===== src/cxpum_pkg.sv =====
// package: register map, field layout, reset values and carriers of the error monitor
package cxpum_pkg;

  // ==========================================================================
  // sizes
  localparam int NUM_LINKS = 4;
  localparam int CNT_W = 12;
  localparam int FLAG_W = 6;
  localparam int IRQ_W = 5;

  // ==========================================================================
  // register byte offsets
  localparam logic [4:0] OFS_LINK_SEL = 5'h00;
  localparam logic [4:0] OFS_HDR_TRL_CNT = 5'h04;
  localparam logic [4:0] OFS_LINK_FLAGS = 5'h08;
  localparam logic [4:0] OFS_CORR_CNT = 5'h0C;
  localparam logic [4:0] OFS_UNCORR_CNT = 5'h10;
  localparam logic [4:0] OFS_IRQ_STAT = 5'h14;
  localparam logic [4:0] OFS_IRQ_CLR = 5'h18;
  localparam logic [4:0] OFS_IRQ_EN = 5'h1C;

  // ==========================================================================
  // field positions
  localparam int POS_OVF = 12;
  localparam int POS_MULTI_BYTE = 2;
  localparam int IRQ_HDR_TRL = 0;
  localparam int IRQ_PKT_FLAG = 1;
  localparam int IRQ_SINGLE_CORR = 2;
  localparam int IRQ_MULTI_BYTE = 3;
  localparam int IRQ_OVF = 4;

  // ==========================================================================
  // values after reset, and the counter top value
  localparam logic [CNT_W-1:0] CNT_RST = 12'h000;
  localparam logic [CNT_W-1:0] CNT_MAX = 12'hFFF;
  localparam logic [1:0] SEL_RST = 2'h0;
  localparam logic [IRQ_W-1:0] IRQ_RST = 5'h00;
  localparam logic [31:0] RDATA_RST = 32'h0000_0000;

  // ==========================================================================
  // per-link events from the receive path, one-cycle pulses
  typedef struct packed {
    logic hdrTrlUncorr;
    logic heartbeat;
    logic linkTest;
    logic controlAck;
    logic stream;
    logic triggerAck;
    logic trigger;
  } cxpum_link_ev_s;

  // device-wide stream events, one-cycle pulses
  typedef struct packed {
    logic singleByteCorr;
    logic multiByteUncorr;
  } cxpum_stream_ev_s;

endpackage


===== src/cxpum_monitor.sv =====
// file: uncorrected receive error monitor with avalon-mm register slave
`timescale 1ns/100ps
// Function
// - keep read-only count of single-byte corrections in stream packets, 0 to 4095
// - per link, 12-bit count of uncorrected header and trailer errors
// - on that counter's overflow set bit 12, while the count holds at 4095
// - per link flag: uncorrectable error seen in trigger packet
// - per link flag: uncorrectable error seen in trigger acknowledge packet
// - per link flag: uncorrected error seen in stream packet
// - per link flag: uncorrectable error seen in control acknowledge packet
// - per link flag: uncorrectable error seen in link test packet
// - per link flag: uncorrectable error seen in heartbeat packet
// - keep read-only count of uncorrected receive errors, 0 to 4095
// - bit 2 of uncorrected count value flags multi-byte stream errors
module cxpum_monitor #(
  parameter int NUM_LINKS = cxpum_pkg::NUM_LINKS
) (
  input wire logic mclk,
  input wire logic rst,
  // receive path events
  input wire cxpum_pkg::cxpum_link_ev_s [NUM_LINKS-1:0] linkEv,
  input wire cxpum_pkg::cxpum_stream_ev_s streamEv,
  // avalon-mm slave
  input wire logic [4:0] avs_address,
  input wire logic avs_read,
  input wire logic avs_write,
  input wire logic [31:0] avs_writedata,
  input wire logic [3:0] avs_byteenable,
  output logic [31:0] avs_readdata,
  output logic avs_waitrequest,
  // interrupt
  output logic irq
);

  localparam int CW = cxpum_pkg::CNT_W;
  localparam int FW = cxpum_pkg::FLAG_W;
  localparam int IW = cxpum_pkg::IRQ_W;

  // ==========================================================================
  // helpers

  // saturating increment, reports whether the count was already at the top
  function automatic logic [CW:0] satInc(input logic [CW-1:0] cnt, input logic ev);
    logic [CW:0] res;
    res = {1'b0, cnt};
    if (ev) begin
      if (cnt == cxpum_pkg::CNT_MAX) begin
        res = {1'b1, cnt};
      end else begin
        res = {1'b0, cnt + {{(CW-1){1'b0}}, 1'b1}};
      end
    end
    return res;
  endfunction

  // word match of a byte address against a register offset
  function automatic logic hit(input logic [4:0] addr, input logic [4:0] ofs);
    return addr[4:2] == ofs[4:2];
  endfunction

  // ==========================================================================
  // declarations
  logic [CW-1:0] hdrCnt_q [NUM_LINKS];
  logic [NUM_LINKS-1:0] hdrOvf_q;
  logic [NUM_LINKS-1:0] hdrOvfEv;
  logic [FW-1:0] flags_q [NUM_LINKS];
  logic [NUM_LINKS-1:0] anyFlagEv;
  logic [NUM_LINKS-1:0] anyHdrEv;
  logic [CW-1:0] corrCnt_q;
  logic [CW-1:0] uncorrCnt_q;
  logic multiByte_q;
  logic [CW:0] corrNext;
  logic [CW:0] uncorrNext;
  logic uncorrEv;
  logic [1:0] linkSel_q;
  logic [IW-1:0] irqStat_q;
  logic [IW-1:0] irqEn_q;
  logic [IW-1:0] irqSet;
  logic [IW-1:0] irqClr;
  logic waitReq_q;
  logic [31:0] rdata_q;
  logic [31:0] rdata_d;
  logic irq_q;
  logic reqTake;
  logic wrTake;
  logic [31:0] wmask;

  // ==========================================================================
  // per-link counters and flags
  for (genvar l = 0; l < NUM_LINKS; l++) begin : g_link
    logic [CW:0] hdrNext;

    assign hdrNext = satInc(hdrCnt_q[l], linkEv[l].hdrTrlUncorr);
    assign hdrOvfEv[l] = hdrNext[CW];
    assign anyHdrEv[l] = linkEv[l].hdrTrlUncorr;

    // header and trailer error count, saturating
    always_ff @(posedge mclk or posedge rst) begin
      if (rst) begin
        hdrCnt_q[l] <= cxpum_pkg::CNT_RST;
      end else begin
        hdrCnt_q[l] <= hdrNext[CW-1:0];
      end
    end

    // sticky overflow bit above the count
    always_ff @(posedge mclk or posedge rst) begin
      if (rst) begin
        hdrOvf_q[l] <= 1'b0;
      end else if (hdrNext[CW]) begin
        hdrOvf_q[l] <= 1'b1;
      end
    end

    // sticky per-packet-type flags
    always_ff @(posedge mclk or posedge rst) begin
      if (rst) begin
        flags_q[l] <= '0;
      end else begin
        flags_q[l][0] <= flags_q[l][0] | linkEv[l].trigger;
        flags_q[l][1] <= flags_q[l][1] | linkEv[l].triggerAck;
        flags_q[l][2] <= flags_q[l][2] | linkEv[l].stream;
        flags_q[l][3] <= flags_q[l][3] | linkEv[l].controlAck;
        flags_q[l][4] <= flags_q[l][4] | linkEv[l].linkTest;
        flags_q[l][5] <= flags_q[l][5] | linkEv[l].heartbeat;
      end
    end

    assign anyFlagEv[l] = linkEv[l].trigger | linkEv[l].triggerAck | linkEv[l].stream |
                          linkEv[l].controlAck | linkEv[l].linkTest | linkEv[l].heartbeat;
  end

  // ==========================================================================
  // device-wide receive counters

  // any uncorrected error anywhere counts once per cycle
  assign uncorrEv = streamEv.multiByteUncorr | (|anyHdrEv) | (|anyFlagEv);
  assign corrNext = satInc(corrCnt_q, streamEv.singleByteCorr);
  assign uncorrNext = satInc(uncorrCnt_q, uncorrEv);

  // single-byte correction count
  always_ff @(posedge mclk or posedge rst) begin
    if (rst) begin
      corrCnt_q <= cxpum_pkg::CNT_RST;
    end else begin
      corrCnt_q <= corrNext[CW-1:0];
    end
  end

  // uncorrected error count
  always_ff @(posedge mclk or posedge rst) begin
    if (rst) begin
      uncorrCnt_q <= cxpum_pkg::CNT_RST;
    end else begin
      uncorrCnt_q <= uncorrNext[CW-1:0];
    end
  end

  // sticky marker of multi-byte stream errors
  always_ff @(posedge mclk or posedge rst) begin
    if (rst) begin
      multiByte_q <= 1'b0;
    end else if (streamEv.multiByteUncorr) begin
      multiByte_q <= 1'b1;
    end
  end

  // ==========================================================================
  // bus handshake
  // waitrequest rests high; it drops for exactly one cycle per request, the
  // cycle after the request is seen, and read data stand in that same cycle

  assign reqTake = (avs_read | avs_write) & waitReq_q;
  assign wrTake = avs_write & ~waitReq_q;
  assign wmask = {{8{avs_byteenable[3]}}, {8{avs_byteenable[2]}},
                  {8{avs_byteenable[1]}}, {8{avs_byteenable[0]}}};

  // one-cycle acknowledge
  always_ff @(posedge mclk or posedge rst) begin
    if (rst) begin
      waitReq_q <= 1'b1;
    end else begin
      waitReq_q <= ~reqTake;
    end
  end

  // ==========================================================================
  // writable registers

  // link index chosen before a per-link read
  always_ff @(posedge mclk or posedge rst) begin
    if (rst) begin
      linkSel_q <= cxpum_pkg::SEL_RST;
    end else if (wrTake && hit(avs_address, cxpum_pkg::OFS_LINK_SEL) && avs_byteenable[0]) begin
      linkSel_q <= avs_writedata[1:0];
    end
  end

  // interrupt enable
  always_ff @(posedge mclk or posedge rst) begin
    if (rst) begin
      irqEn_q <= cxpum_pkg::IRQ_RST;
    end else if (wrTake && hit(avs_address, cxpum_pkg::OFS_IRQ_EN)) begin
      irqEn_q <= (irqEn_q & ~wmask[IW-1:0]) | (avs_writedata[IW-1:0] & wmask[IW-1:0]);
    end
  end

  // ==========================================================================
  // interrupt status

  assign irqSet[cxpum_pkg::IRQ_HDR_TRL] = |anyHdrEv;
  assign irqSet[cxpum_pkg::IRQ_PKT_FLAG] = |anyFlagEv;
  assign irqSet[cxpum_pkg::IRQ_SINGLE_CORR] = streamEv.singleByteCorr;
  assign irqSet[cxpum_pkg::IRQ_MULTI_BYTE] = streamEv.multiByteUncorr;
  assign irqSet[cxpum_pkg::IRQ_OVF] = (|hdrOvfEv) | corrNext[CW] | uncorrNext[CW];

  // write one to clear
  assign irqClr = (wrTake && hit(avs_address, cxpum_pkg::OFS_IRQ_CLR)) ?
                  (avs_writedata[IW-1:0] & wmask[IW-1:0]) : cxpum_pkg::IRQ_RST;

  // sticky status, a new event beats a clear in the same cycle
  always_ff @(posedge mclk or posedge rst) begin
    if (rst) begin
      irqStat_q <= cxpum_pkg::IRQ_RST;
    end else begin
      irqStat_q <= (irqStat_q & ~irqClr) | irqSet;
    end
  end

  // level interrupt
  always_ff @(posedge mclk or posedge rst) begin
    if (rst) begin
      irq_q <= 1'b0;
    end else begin
      irq_q <= |(irqStat_q & irqEn_q);
    end
  end

  // ==========================================================================
  // read mux
  always_comb begin
    rdata_d = cxpum_pkg::RDATA_RST;
    if (hit(avs_address, cxpum_pkg::OFS_LINK_SEL)) begin
      rdata_d[1:0] = linkSel_q;
    end else if (hit(avs_address, cxpum_pkg::OFS_HDR_TRL_CNT)) begin
      rdata_d[CW-1:0] = hdrCnt_q[linkSel_q];
      rdata_d[cxpum_pkg::POS_OVF] = hdrOvf_q[linkSel_q];
    end else if (hit(avs_address, cxpum_pkg::OFS_LINK_FLAGS)) begin
      rdata_d[FW-1:0] = flags_q[linkSel_q];
    end else if (hit(avs_address, cxpum_pkg::OFS_CORR_CNT)) begin
      rdata_d[CW-1:0] = corrCnt_q;
    end else if (hit(avs_address, cxpum_pkg::OFS_UNCORR_CNT)) begin
      rdata_d[CW-1:0] = uncorrCnt_q;
      rdata_d[cxpum_pkg::POS_MULTI_BYTE] = uncorrCnt_q[cxpum_pkg::POS_MULTI_BYTE] |
                                           multiByte_q;
    end else if (hit(avs_address, cxpum_pkg::OFS_IRQ_STAT)) begin
      rdata_d[IW-1:0] = irqStat_q;
    end else if (hit(avs_address, cxpum_pkg::OFS_IRQ_EN)) begin
      rdata_d[IW-1:0] = irqEn_q;
    end
  end

  // read data captured when the acknowledge is set up
  always_ff @(posedge mclk or posedge rst) begin
    if (rst) begin
      rdata_q <= cxpum_pkg::RDATA_RST;
    end else if (reqTake && avs_read) begin
      rdata_q <= rdata_d;
    end
  end

  assign avs_readdata = rdata_q;
  assign avs_waitrequest = waitReq_q;
  assign irq = irq_q;

endmodule


===== config.mk =====
export PLATFORM = sky130hd
export DESIGN_NAME = cxpum_monitor
export DESIGN_NICKNAME = d
export VERILOG_FILES = /design/src/cxpum_pkg.sv /design/src/cxpum_monitor.sv
export SDC_FILE = /design/constraint.sdc
export NUM_CORES = 1
export LEC_CHECK = 0
export ABC_CLOCK_PERIOD_IN_PS = 12100
export BUFFER_PORTS_ARGS = -buffer_cell sky130_fd_sc_hd__buf_2
export CAP_MARGIN = 5
export CORE_UTILIZATION = 50
export DETAILED_ROUTE_END_ITERATION = 8
export PLACE_DENSITY_LB_ADDON = 0.25
export SLEW_MARGIN = 20
export SYNTH_ARGS = -nofsm -noshare
export SYNTH_HDL_FRONTEND = slang
export SYNTH_SLANG_ARGS = --single-unit

===== constraint.sdc =====
create_clock -name mclk -period 12.1 [get_ports mclk]
set_input_delay 2.42 -clock mclk [delete_from_list [all_inputs] [get_ports mclk]]
set_output_delay 2.42 -clock mclk [all_outputs]
set_load 0.02 [all_outputs]

==> results.py <==
metrics = {
    "drt": {
        "drt-initial-drc-count": 344,
        "firstDrtPassIters": 4,
        "drc_errors": 0,
        "post_drt_wl_per_cell_um": 18.5,
        "antenna_left": 0,
        "vias_per_cell": 5.76,
        "routed_wl_um": 15200,
        "vias": 4729,
    },
    "setup_path": {
        "end_kind": "flip-flop",
        "crit_type": "in -> reg",
        "startpoint_type": "input pin",
        "cp.required_ps": 12460,
        "worstPathArrival_ps": 4420,
        "crit_fanout": 17,
    },
    "global_route": {
        "grt_usage_pct": 25.3,
        "grt_pass1_wl_um": 24600,
        "first_global_vias": 4698,
        "grt.overflow.total": 0,
        "grt_max_degree": 73,
        "grt_antenna_before_repair": 0,
    },
    "sta": {
        "hold_violations": 0,
        "max_freq_ghz": 0.246,
        "finalSetupViolCount": 0,
        "min_period_ps": 4060,
        "fin_crit_sh_pct": 33.5,
        "tightest_slew_ps": 1100,
        "report.final.slew_viol_count": 0,
        "slew_headroom_pct": 25.8,
        "finClkSkew_ps": 6.55,
        "fin_tns_setup_ps": 0,
        "rsz0062_at_grt": "false",
    },
    "power_and_ir_drop": {
        "p_leak_nw": 3.13,
        "p_per_area_nw_per_um2": 188,
        "ir_worst_vdd_uv": 111,
    },
    "yosys": {
        "synthXorXnorAreaFrac_pct": 7.10,
        "syn_area_per_cell_um2": 11.2,
        "ys_types": 57,
        "netlist.top_cell.by_area": "dfrtp_1",
        "synth_edf_count": 0,
        "synthFlopType": "dfrtp_1",
        "synth_cells": 573,
        "synthMostInstantiatedCell": "dfrtp_1",
        "synthMuxAreaShare_pct": 11.0,
        "synth_seq_cells": 128,
        "synthSimpleGateAreaFrac_pct": 18.9,
        "async_flop_share_pct": 100,
        "synth-adder-area-share_pct": 1.17,
        "yosysWarnings": 0,
        "synth_top_family_by_area": "simple AND/OR/NAND/NOR gates",
        "synth_top_area_share_pct": 49.6,
        "synth_compound_area_share_pct": 7.79,
        "synthTopCellsByArea": "dfrtp_1, mux4_2, xnor2_1",
        "mappedNetlistArea_um2": 6410,
        "synthTopCellsByCount": "dfrtp_1, nand2_1, nor2_1",
        "ys_seq_area_share_pct": 50.0,
    },
    "job": {
        "maxCapViolCount": 0,
    },
    "cells_and_area": {
        "nNetsFinal": 718,
        "fill_cells": 1064,
        "syn_to_final_growth_pct": 15.2,
        "drive_gt1_share_pct": 25.6,
        "fin_cells": 821,
        "num_antenna_cells": 0,
    },
    "clocking": {
        "ctsResizeCount": 0,
        "cts.clk_slew.worst_paths_ps": 60,
        "hold_buffers": 0,
        "clkLatencyLatePin_ps": 430,
        "clock_path_buffers": 2,
        "cts_tree": "yes",
        "htreeDepth": 4,
        "cts_root_buffer": "clkbuf_16",
        "cts_made_buffers": 17,
        "clock-sinks": 128,
        "post-cts-setup-buffers": 0,
    },
    "die": {
        "die-area_um2": 13300,
        "core_area_um2": 12600,
        "die_w_um": 115,
        "num_io_pins": 109,
        "die_h_um": 115,
        "row_count": 41,
        "start_util_pct": 51.0,
    },
    "min_path": {
        "hold_class": "reg -> reg",
    },
    "place": {
        "place.gp.congestion": 0.881,
        "dp_hpwl_um": 11100,
        "port_buffers": 57,
        "dp.cells": 790,
    },
    "status": {
        "outcome": "complete, no violations",
    },
}
[worst paths after layout]
check | startpoint | cells after the start | slack [ps] | end
max | avs_read | 5 | 8040 | avs_readdata[4]
min | flags_q[20] | 1 | 460 | flags_q[20]
max reg2reg | avs_waitrequest | 4 | 9560 | avs_readdata[4]
min reg2reg | flags_q[20] | 1 | 460 | flags_q[20]
max in group asynchronous | rst | 3 | 8620 | multiByte_q
min in group asynchronous | rst | 2 | 2110 | hdrCnt_q[14]
[layout by cell type, fill, tap and decap left out, drive strengths merged, types with 18 or more instances in the layout]
| master | netlist | final |
|---|---|---|
| buf | 27 | 59 |
| clkbuf | 5 | 21 |
| conb | 1 | 19 |
| dfrtp | 127 | 127 |
| mux2 | 20 | 20 |
| mux4 | 18 | 18 |
| nand2 | 42 | 42 |
| nand3 | 30 | 30 |
| nand4 | 19 | 19 |
| nor2 | 35 | 35 |
| or2 | 31 | 31 |
| xnor2 | 31 | 31 |
| xor2 | 21 | 21 |
[registers in the layout, summed over array words and instances (netlist names), named ones only]
register         count
hdrOvf_q             4
multiByte_q          1
irq                  1
avs_readdata        13
hdrCnt_q            48
linkSel_q            2
flags_q             24
uncorrCnt_q         12
corrCnt_q           12
avs_waitrequest      1
irqStat_q            5
[where the power goes]
| group | switching [W] | total, W | internal [W] | leakage [nW] |
|---|---|---|---|---|
| sequential | 0.000105 | 0.000607 | 0.000502 | 1.50 |
| clock | 0.000188 | 0.000521 | 0.000332 | 0.285 |
| combinational | 0.000136 | 0.000264 | 0.000128 | 1.35 |
| total | 0.000430 | 0.00139 | 0.000962 | 3.13 |
[metal layers]
metal  track usage [%]  wire [um]  share of wire (%)  vias up
li1                  -          -                  -     2178
met1              33.5       6700                 44     2365
met2              40.1       7330                 48      160
met3              5.85        788                5.2       26
met4              11.1        335                2.2        0
met5                 0          0                  0        -
[critical path, stage by stage]
cell and delay [ps]:
buf_2 150, nand2_1 430, or2_2 490, a2111oi_0 780, a21o_1 140
[kinds of logic after synthesis]
kind of cell	count (synthesis)
other cells	1
compound gates	72
fa+ha+maj	6
mux	45
xor+xnor	52
flops	128
buf+inv	45
simple gates	224
[through the flow]
stage / util [%] / setup slack (ps) / cell area [um^2] / hold WS (ps) / total power, W
after global placement: 54.0 / 7730 / 6790 / 447 / 0.000861
after floorplan: - / 6270 / 6480 / 430 / 0.000786
after global routing: 58.8 / 7990 / 7390 / 487 / 0.00145
after detailed placement: 54.0 / 7660 / 6790 / 452 / 0.000876
after CTS: 58.8 / 8080 / 7390 / 467 / 0.00140
final: 58.8 / 8040 / 7390 / 465 / 0.00139
[final cells by class]
| class | count | area (um^2) | share of cell area [%] |
|---|---|---|---|
| Sequential cell | 128 | 3200 | 43.4 |
| Timing Repair Buffer | 59 | 300 | 4.06 |
| Clock buffer | 21 | 460 | 6.23 |
| Inverter | 13 | 51.3 | 0.694 |
| Tap cell | 172 | 215 | 2.91 |
| Multi-Input combinational cell | 418 | 3020 | 40.9 |
| Clock inverter | 10 | 136 | 1.85 |
Power figures use the tool's default switching activity.
